--- config.mk ---
export PLATFORM = sky130hd
export DESIGN_NAME = regulator_control_byte_decoder
export DESIGN_NICKNAME = d
export VERILOG_FILES = /design/src/hw/regulator_control_pkg.sv /design/src/hw/regulator_control_byte_decoder.sv /design/src/hw/two_wire_byte_slave.sv
export SDC_FILE = /design/constraint.sdc
export NUM_CORES = 1
export LEC_CHECK = 0
export ABC_AREA = 0
export BUFFER_PORTS_ARGS = -buffer_cell sky130_fd_sc_hd__buf_2
export CORE_ASPECT_RATIO = 0.75
export CORE_MARGIN = 1.5
export CORE_UTILIZATION = 39
export CTS_BUF_LIST = sky130_fd_sc_hd__clkbuf_8
export CTS_CLUSTER_DIAMETER = 60
export CTS_CLUSTER_SIZE = 24
export DETAILED_ROUTE_END_ITERATION = 16
export PLACE_DENSITY = 0.53
export SYNTH_ARGS = -nofsm -noshare
export SYNTH_HDL_FRONTEND = slang
export SYNTH_SLANG_ARGS = --single-unit
export TNS_END_PERCENT = 20
--- constraint.sdc ---
create_clock -name core_clk -period 5.25 [get_ports core_clk]
set_input_delay 0.2625 -clock core_clk [delete_from_list [all_inputs] [get_ports core_clk]]
set_output_delay 0.2625 -clock core_clk [all_outputs]
set_load 0.05 [all_outputs]
--- src/hw/regulator_control_pkg.sv ---
// constants and carriers for the regulator control byte decoder
// assumes a 25 MHz core clock and serial pins that are asynchronous to it
package regulator_control_pkg;

  // ****************************************************************
  // control byte layout
  // ****************************************************************
  localparam int CMD_MSB  = 7;
  localparam int CMD_LSB  = 5;
  localparam int DATA_MSB = 4;
  localparam int DATA_LSB = 0;
  localparam int BYTE_BITS = 8;
  localparam int REG_COUNT = 5;

  typedef struct packed {
    logic [2:0] command_field;
    logic [4:0] data_field;
  } control_byte_s;

  typedef logic [REG_COUNT-1:0][4:0] code_bank_t;

  // ****************************************************************
  // commands
  // ****************************************************************
  localparam logic [2:0] CMD_UPDATE        = 3'h0;
  localparam logic [2:0] CMD_CODE_FIRST    = 3'h1;
  localparam logic [2:0] CMD_CODE_LAST     = 3'h5;
  localparam logic [2:0] CMD_DRIVER_ENABLE = 3'h6;
  localparam logic [2:0] CMD_REG_ENABLE    = 3'h7;

  // ****************************************************************
  // reset values
  // ****************************************************************
  localparam logic [4:0] CODE_RESET    = 5'h1b;
  localparam logic [4:0] ENABLE_RESET  = 5'h01;
  localparam logic [1:0] DRIVER_RESET  = 2'h0;
  localparam logic [3:0] COUNT_RESET   = 4'h0;
  localparam logic [3:0] COUNT_FULL    = 4'h8;
  // idle pin levels: cs_n high, sclk and din low, scl, sda, button and
  // address select high
  localparam logic [6:0] PIN_IDLE      = 7'h4f;

  // ****************************************************************
  // bus addresses
  // ****************************************************************
  localparam logic [6:0] ADDR_SELECT_HIGH = 7'h3f;
  localparam logic [6:0] ADDR_SELECT_LOW  = 7'h4f;

  // ****************************************************************
  // timing
  // ****************************************************************
  localparam int CORE_CLK_HZ        = 25000000;
  localparam int SPI_MAX_RATE_HZ    = 2000000;
  localparam int SPI_MIN_BIT_CYCLES =
    (CORE_CLK_HZ + SPI_MAX_RATE_HZ - 1) / SPI_MAX_RATE_HZ;

endpackage : regulator_control_pkg

--- src/hw/regulator_control_byte_decoder.sv ---
// control byte decoder for a five-regulator supply with two drain drivers
// assumes all serial pins and the power button are asynchronous inputs
`timescale 1ns/100ps
module regulator_control_byte_decoder (
  input  wire logic                            core_clk,
  input  wire logic                            reset,
  input  wire logic                            two_wire_mode,
  input  wire logic                            cs_n,
  input  wire logic                            sclk,
  input  wire logic                            din,
  input  wire logic                            scl,
  input  wire logic                            sda_in,
  output logic                                 sda_out,
  output logic                                 sda_oe,
  input  wire logic                            address_select,
  input  wire logic                            power_button_n,
  output regulator_control_pkg::code_bank_t    active_code,
  output logic [4:0]                           regulator_enable,
  output logic                                 drain_driver_a_oe,
  output logic                                 drain_driver_b_oe,
  output logic                                 device_on
);
  import regulator_control_pkg::*;

  // ****************************************************************
  // input synchronisers
  // ****************************************************************
  // order: cs_n sclk din scl sda button address_select
  logic [6:0] pin_meta, pin_sync;
  logic       cs_sync, sclk_sync, din_sync, scl_sync, sda_sync;
  logic       button_sync, as_sync;

  always_ff @(posedge core_clk) begin
    if (reset) begin
      // idle levels, so no false sclk edge follows the release of reset
      pin_meta <= PIN_IDLE;
      pin_sync <= PIN_IDLE;
    end else begin
      pin_meta <= {cs_n, sclk, din, scl, sda_in, power_button_n,
                   address_select};
      pin_sync <= pin_meta;
    end
  end

  always_comb begin
    {cs_sync, sclk_sync, din_sync, scl_sync, sda_sync, button_sync,
     as_sync} = pin_sync;
  end

  // ****************************************************************
  // three-wire receiver
  // ****************************************************************
  logic       prev_sclk, prev_cs;
  logic [7:0] spi_shift, next_spi_shift;
  logic [3:0] spi_count, next_spi_count;
  logic       sclk_rise, cs_rise, spi_valid, spi_active;

  always_comb begin
    spi_active     = device_on && !two_wire_mode;
    sclk_rise      = sclk_sync & ~prev_sclk;
    cs_rise        = cs_sync & ~prev_cs;
    next_spi_shift = spi_shift;
    next_spi_count = spi_count;
    // a frame counts only when eight bits arrived before chip select rose
    spi_valid = spi_active && cs_rise && (spi_count == COUNT_FULL);
    if (!spi_active || cs_sync) begin
      next_spi_count = COUNT_RESET;
    end else if (sclk_rise) begin
      next_spi_shift = {spi_shift[6:0], din_sync};
      if (spi_count != COUNT_FULL) begin
        next_spi_count = spi_count + 4'h1;
      end
    end
  end

  always_ff @(posedge core_clk) begin
    if (reset) begin
      prev_sclk <= 1'b0;
      prev_cs   <= 1'b1;
      spi_shift <= 8'h00;
      spi_count <= COUNT_RESET;
    end else begin
      prev_sclk <= sclk_sync;
      prev_cs   <= cs_sync;
      spi_shift <= next_spi_shift;
      spi_count <= next_spi_count;
    end
  end

  // ****************************************************************
  // two-wire receiver
  // ****************************************************************
  logic          tw_valid;
  control_byte_s tw_byte;

  two_wire_byte_slave u_two_wire (
    .core_clk       (core_clk),
    .reset          (reset),
    .enable         (device_on && two_wire_mode),
    .scl            (scl_sync),
    .sda            (sda_sync),
    .address_select (as_sync),
    .sda_out        (sda_out),
    .sda_oe         (sda_oe),
    .byte_valid     (tw_valid),
    .byte_data      (tw_byte)
  );

  // ****************************************************************
  // command decode and settings
  // ****************************************************************
  code_bank_t    hold_code, next_hold_code;
  code_bank_t    next_active_code;
  logic [4:0]    next_regulator_enable;
  logic [1:0]    drivers, next_drivers;
  logic          next_device_on;
  logic          cmd_valid;
  control_byte_s cmd;

  // an unsigned code only ever rises with the setting it selects
  function automatic logic [2:0] code_slot(input logic [2:0] field);
    code_slot = field - CMD_CODE_FIRST;
  endfunction : code_slot

  always_comb begin
    // reset output state plays no part here: only device_on gates commands
    cmd_valid = device_on && (two_wire_mode ? tw_valid : spi_valid);
    cmd = two_wire_mode ? tw_byte : control_byte_s'(spi_shift);
    next_hold_code        = hold_code;
    next_active_code      = active_code;
    next_regulator_enable = regulator_enable;
    next_drivers          = drivers;
    next_device_on        = device_on;
    if (!device_on) begin
      // codes stay put so the restart comes back at the old voltage
      if (!button_sync) begin
        next_device_on        = 1'b1;
        next_regulator_enable = ENABLE_RESET;
      end
    end else if (cmd_valid) begin
      case (cmd.command_field)
        CMD_UPDATE: begin
          for (int i = 0; i < REG_COUNT; i++) begin
            if (cmd.data_field[i]) begin
              next_active_code[i] = hold_code[i];
            end
          end
        end
        CMD_DRIVER_ENABLE: begin
          next_drivers = cmd.data_field[1:0];
        end
        CMD_REG_ENABLE: begin
          next_regulator_enable = cmd.data_field;
          if (!cmd.data_field[0]) begin
            next_device_on        = 1'b0;
            next_regulator_enable = 5'h00;
            next_drivers          = DRIVER_RESET;
          end
        end
        default: begin
          // holding stage only; aux codes land even while disabled
          next_hold_code[code_slot(cmd.command_field)] =
            cmd.data_field;
        end
      endcase
    end
  end

  always_ff @(posedge core_clk) begin
    if (reset) begin
      hold_code         <= {REG_COUNT{CODE_RESET}};
      active_code       <= {REG_COUNT{CODE_RESET}};
      regulator_enable  <= ENABLE_RESET;
      drivers           <= DRIVER_RESET;
      drain_driver_a_oe <= 1'b0;
      drain_driver_b_oe <= 1'b0;
      device_on         <= 1'b1;
    end else begin
      hold_code         <= next_hold_code;
      active_code       <= next_active_code;
      regulator_enable  <= next_regulator_enable;
      drivers           <= next_drivers;
      drain_driver_a_oe <= next_drivers[0];
      drain_driver_b_oe <= next_drivers[1];
      device_on         <= next_device_on;
    end
  end

  // ****************************************************************
  // checks
  // ****************************************************************
  chk_reset_defaults: assert property (@(posedge core_clk)
    reset |=> active_code == {REG_COUNT{CODE_RESET}}
              && regulator_enable == ENABLE_RESET && device_on
              && !drain_driver_a_oe && !drain_driver_b_oe)
    else $error("power-up state wrong");

  chk_hold_not_live: assert property (@(posedge core_clk) disable iff (reset)
    (cmd_valid && cmd.command_field >= CMD_CODE_FIRST
     && cmd.command_field <= CMD_CODE_LAST)
    |=> $stable(active_code)
        && hold_code[code_slot($past(cmd.command_field))]
           == $past(cmd.data_field))
    else $error("code write reached active stage");

  chk_update_copies: assert property (@(posedge core_clk) disable iff (reset)
    (cmd_valid && cmd.command_field == CMD_UPDATE && cmd.data_field[0])
    |=> active_code[0] == $past(hold_code[0]))
    else $error("update did not copy holding code");

  chk_enable_apply: assert property (@(posedge core_clk) disable iff (reset)
    (cmd_valid && cmd.command_field == CMD_REG_ENABLE
     && cmd.data_field[0])
    |=> regulator_enable == $past(cmd.data_field) && device_on)
    else $error("enable bits not applied");

  chk_shutdown: assert property (@(posedge core_clk) disable iff (reset)
    (cmd_valid && cmd.command_field == CMD_REG_ENABLE
     && !cmd.data_field[0])
    |=> !device_on && regulator_enable == 5'h00
        && !drain_driver_a_oe && !drain_driver_b_oe)
    else $error("shutdown incomplete");

  chk_off_ignores: assert property (@(posedge core_clk) disable iff (reset)
    (!device_on && button_sync)
    |=> !device_on && $stable(hold_code) && $stable(active_code))
    else $error("serial traffic acted on while off");

  chk_short_frame: assert property (@(posedge core_clk) disable iff (reset)
    (!two_wire_mode && cs_rise && spi_count != COUNT_FULL)
    |=> $stable(hold_code) && $stable(active_code)
        && $stable(regulator_enable))
    else $error("short frame changed a setting");

  chk_codes_kept: assert property (@(posedge core_clk) disable iff (reset)
    $rose(device_on) |-> active_code == $past(active_code, 2)
                         && regulator_enable == ENABLE_RESET)
    else $error("codes lost across shutdown");

endmodule : regulator_control_byte_decoder

--- src/hw/two_wire_byte_slave.sv ---
// write-only two-wire slave that delivers one control byte per data byte
// assumes scl and sda are already synchronised to core_clk
`timescale 1ns/100ps
module two_wire_byte_slave (
  input  wire logic                                  core_clk,
  input  wire logic                                  reset,
  input  wire logic                                  enable,
  input  wire logic                                  scl,
  input  wire logic                                  sda,
  input  wire logic                                  address_select,
  output logic                                       sda_out,
  output logic                                       sda_oe,
  output logic                                       byte_valid,
  output regulator_control_pkg::control_byte_s       byte_data
);
  import regulator_control_pkg::*;

  typedef enum logic [2:0] {
    IDLE, ADDR, ADDR_ACK, DATA, DATA_ACK, IGNORE
  } slave_state_e;

  slave_state_e  state, next_state;
  logic [7:0]    shift, next_shift;
  logic [3:0]    count, next_count;
  logic          next_sda_oe, next_byte_valid;
  control_byte_s next_byte_data;
  logic          prev_scl, prev_sda;
  logic          scl_rise, scl_fall, start_cond, stop_cond, addr_match;
  logic [6:0]    own_addr;

  // ****************************************************************
  // byte receiver
  // ****************************************************************
  always_comb begin
    scl_rise   = scl & ~prev_scl;
    scl_fall   = ~scl & prev_scl;
    start_cond = scl & prev_scl & prev_sda & ~sda;
    stop_cond  = scl & prev_scl & ~prev_sda & sda;
    own_addr   = address_select ? ADDR_SELECT_HIGH : ADDR_SELECT_LOW;
    addr_match = (shift[7:1] == own_addr) && !shift[0];
    next_state      = state;
    next_shift      = shift;
    next_count      = count;
    next_sda_oe     = sda_oe;
    next_byte_valid = 1'b0;
    next_byte_data  = byte_data;
    if (!enable) begin
      next_state  = IDLE;
      next_sda_oe = 1'b0;
    end else if (start_cond) begin
      next_state  = ADDR;
      next_count  = COUNT_RESET;
      next_sda_oe = 1'b0;
    end else if (stop_cond) begin
      next_state  = IDLE;
      next_sda_oe = 1'b0;
    end else begin
      case (state)
        ADDR, DATA: begin
          if (scl_rise) begin
            next_shift = {shift[6:0], sda};
            next_count = count + 4'h1;
          end else if (scl_fall && count == COUNT_FULL) begin
            // foreign address or a read request: stay silent to the next start or stop
            if (state == DATA || addr_match) begin
              next_sda_oe = 1'b1;
              next_state  = (state == DATA) ? DATA_ACK : ADDR_ACK;
            end else begin
              next_state = IGNORE;
            end
          end
        end
        ADDR_ACK, DATA_ACK: begin
          if (scl_rise && state == DATA_ACK) begin
            next_byte_valid = 1'b1;
            next_byte_data  = control_byte_s'(shift);
          end else if (scl_fall) begin
            next_sda_oe = 1'b0;
            next_count  = COUNT_RESET;
            next_state  = DATA;
          end
        end
        default: next_state = state;
      endcase
    end
  end

  always_ff @(posedge core_clk) begin
    if (reset) begin
      state      <= IDLE;
      shift      <= 8'h00;
      count      <= COUNT_RESET;
      sda_oe     <= 1'b0;
      sda_out    <= 1'b0;
      byte_valid <= 1'b0;
      byte_data  <= '0;
      prev_scl   <= 1'b1;
      prev_sda   <= 1'b1;
    end else begin
      state      <= next_state;
      shift      <= next_shift;
      count      <= next_count;
      sda_oe     <= next_sda_oe;
      sda_out    <= 1'b0;
      byte_valid <= next_byte_valid;
      byte_data  <= next_byte_data;
      prev_scl   <= scl;
      prev_sda   <= sda;
    end
  end

  // ****************************************************************
  // checks
  // ****************************************************************
  chk_ack_own_addr: assert property (@(posedge core_clk) disable iff (reset)
    (enable && !start_cond && !stop_cond && state == ADDR && scl_fall
     && count == COUNT_FULL && addr_match) |=> sda_oe)
    else $error("own address not acknowledged");

  chk_foreign_silent: assert property (@(posedge core_clk) disable iff (reset)
    (enable && !start_cond && !stop_cond && state == ADDR && scl_fall
     && count == COUNT_FULL && !addr_match) |=> !sda_oe [*2])
    else $error("foreign address acknowledged");

  chk_byte_at_ninth: assert property (@(posedge core_clk) disable iff (reset)
    byte_valid |-> $past(state == DATA_ACK) && $past(scl_rise))
    else $error("byte delivered outside the ninth clock");

endmodule : two_wire_byte_slave

==> qor.txt <==
Min setup slack post-route: 2.69 ns
Via count: 3299
Worst-Margin Slew: 1.11 ns
Main synth FF type: dfxtp_1
Area delta synth->final: 15.8%
Final min period: 2.56 ns
Seq/Total Area, Yosys: 48.3%
Starting DRC count in detailed routing: 214
Hold Crit Class: in2reg
Leading post-synthesis cells by cell area: dfxtp_1 (48%), mux2i_1 (18%), nor2_1 (6.8%)
Syn_nets: 477
Hold endpoint: pin_meta[1]
Hpwl dp: 6780 µm
Post-synth EDFFs: 0
Netlist cell types: 55
R2R Path End: hold_code[24]
Fillers: 1152
Remaining Overflow, GRT: 0
Worst slack, placed: 2.32 ns
Synthesized cell area: 4680 µm²
Status: finished, final reports clean
GP Congestion: 0.759
Antenna viol nets, final: 0
CTS Root Buffer Type: clkbuf_8
Row count: 34
Clk_lat worst skew: 0.43 ns
Setup crit start kind: flop
Pin count of the biggest net entering global routing: 65
# diodes: 0
Die Y: 97.9 µm
Clock Pin Slew Worst Setup and Hold Paths: 0.07 ns
Drt drc: 0
Reg2reg setup slack: 2.69 ns
Avg Cell Area, Syn: 10.2 µm²
Setup TNS: 0 ns
CTS buffer count: 17
Yosys top cell area share: 48.3%
Final setup violation count: 0
Synth warn: 0
WP data arrival: 2.91 ns
Starting density of the core: 40.2%
Die area: 12700 µm²
Tot GR Track Use: 16.7%
Pins Over Slew Limit: 0
Core Area: 11700 µm²
First-pass GRT wire length: 16300 µm
Via/cell ratio: 4.87
Crit end category: flop
Synth Instances: 459
Initial antenna violation count: 0
Critical Path RT: 5.60 ns
PD cells: 318 nW/µm²
Crit Path Max Fanout: 6
Clock sink count: 113
Area leader, netlist: dfxtp_1
Peak supply drop: 0.000159 V
# Post-CTS Setup Buffers: 0
DRT Pass-1 Iters: 4
Most numerous cell in the Yosys netlist: dfxtp_1
Wirelength, routed: 9820 µm
Synth Register Bits: 113
Die width: 130 µm
RSZ-0062 raised after global routing: false
Max-Cap Viols: 0
H-tree levels: 4
Cell depth of the worst flop-to-flop path: 6
Synth top cells by count: dfxtp_1 (113), mux2i_1 (85), nor2_1 (85)
I/O Buffers: 43
Leak pwr: 2.31 nW
I/O Pins: 45
Post-synth ARST share: 0%
Final worst-path cycle share: 48.7%
TritonCTS clock tree: yes
Vias in the first global route: 3234
Post-DR wirelength/cell: 14.5 µm
Slew HR: 25.8%
Worst R2R Start: u_two_wire.byte_data[5]
Worst Hold Launch: power_button_n
Nets: 521
Endpoints failing hold: 0
Final Skew: 0.0135 ns
Clock Tree Buf Depth: 2
Layout cells sized above 1: 21.9%
Max Clk Rate: 0.391 GHz
Crit Path Class: reg2reg
Hold path depth: 2
[through the flow]
| stage | instances | total power, W | utilization (%) | area [µm²] | hold slack [ns] |
|---|---|---|---|---|---|
| after floorplan | 459 | 0.000919 | - | 4680 | 0.366 |
| final | 678 | 0.00173 | 46.5 | 5420 | 0.0313 |
| after detailed placement | 645 | 0.000931 | 43.0 | 5010 | 0.396 |
| after global placement | 645 | 0.000930 | 43.0 | 5010 | 0.391 |
| after global routing | 678 | 0.00180 | 46.5 | 5420 | 0.00441 |
| after CTS | 678 | 0.00175 | 46.5 | 5420 | 0.00433 |
[layout make-up]
| type | instances | area [µm²] | share of cell area [%] |
|---|---|---|---|
| Inverter | 8 | 30.0 | 0.554 |
| Sequential cell | 113 | 2260 | 41.7 |
| Clock inverter | 11 | 111 | 2.05 |
| Timing Repair Buffer | 46 | 243 | 4.48 |
| Clock buffer | 21 | 289 | 5.33 |
| Tap cell | 162 | 203 | 3.74 |
| Multi-Input combinational cell | 317 | 2290 | 42.1 |
[power by group]
| part | leakage, nW | switching (W) | internal (W) |
|---|---|---|---|
| Combinational | 1.19 | 0.0000291 | 0.0000154 |
| Sequential | 0.915 | 0.00000382 | 0.000863 |
| Clock | 0.205 | 0.000349 | 0.000466 |
| Total | 2.31 | 0.000382 | 0.00134 |
[per-layer routing]
layer	global-route usage, %	vias up	share of wire [%]
li1	-	1665	-
met1	24.4	1556	54
met2	23.2	65	40
met3	4.38	13	4.1
met4	6.58	0	1.4
met5	0	-	0
[sequential cells by signal, indices dropped and copies added, names as in the netlist, 3 cells and up]
signal / count
spi_shift: 8
pin_meta: 7
hold_code: 25
active_code: 25
regulator_enable: 5
u_two_wire.count: 4
u_two_wire.shift: 8
u_two_wire.byte_data: 8
u_two_wire.state: 3
spi_count: 4
pin_sync: 7
[how the worst max path moves through the flow]
stage                             from       endpoint  slack [ns]  depth (start not counted)
2_1_floorplan            two_wire_mode  hold_code[20]        2.67                          8
3_3_place_gp             two_wire_mode  hold_code[20]        2.45                          7
3_5_place_dp             two_wire_mode  hold_code[24]        2.32                          7
4_1_cts        u_two_wire.byte_data[5]  hold_code[24]        2.68                          6
5_1_grt        u_two_wire.byte_data[5]  hold_code[23]        2.46                          6
6_report       u_two_wire.byte_data[5]  hold_code[24]        2.69                          6
[cells by family (layout without fill, tap and decap cells)]
| family | after synthesis | count (layout) | share of synthesized area [%] |
|---|---|---|---|
| muxes | 91 | 91 | 19.9 |
| AOI/OAI and AO/OA | 30 | 30 | 5.48 |
| and+or+nand+nor | 182 | 182 | 20.3 |
| xor gates and xnor gates | 5 | 5 | 0.935 |
| buffers and inverters | 29 | 86 | 2.86 |
| DFF | 113 | 113 | 48.3 |
| other | 1 | 1 | 0.0801 |
| adders and majority gates | 8 | 8 | 2.14 |
[critical path: stages (launching register included)]
cell and delay, ns:
dfxtp_1 0.32, mux2i_1 0.40, inv_1 0.16, ha_1 0.33, or4_1 0.60, a211oi_4 0.46
mux2i_1 0.23
[what timing repair did]
action | in CTS | in global routing
hold buffers | 1 | 0
endpoints found under the hold margin | 1 | 0
resized for setup | 0 | 0
[cells in the final DEF, fill, tap and decap left out, drive strengths merged, types with 3 or more instances in the layout]
cell	synthesis	routed
dfxtp	113	113
mux2i	86	86
nor2	85	85
buf	7	45
clkbuf	14	21
nand2	17	17
or2	16	16
nand2b	15	15
nand3	13	13
inv	8	9
nor2b	8	8
ha	8	8
a21oi	7	7
o21ai	5	5
mux2	5	5
clkinv	0	5
and4b	4	4
nor3b	4	4
nand3b	4	4
a211oi	4	4
xnor2	3	3
nor3	3	3
clkinvlp	0	3
No activity file was read; power rests on OpenSTA's default activity.
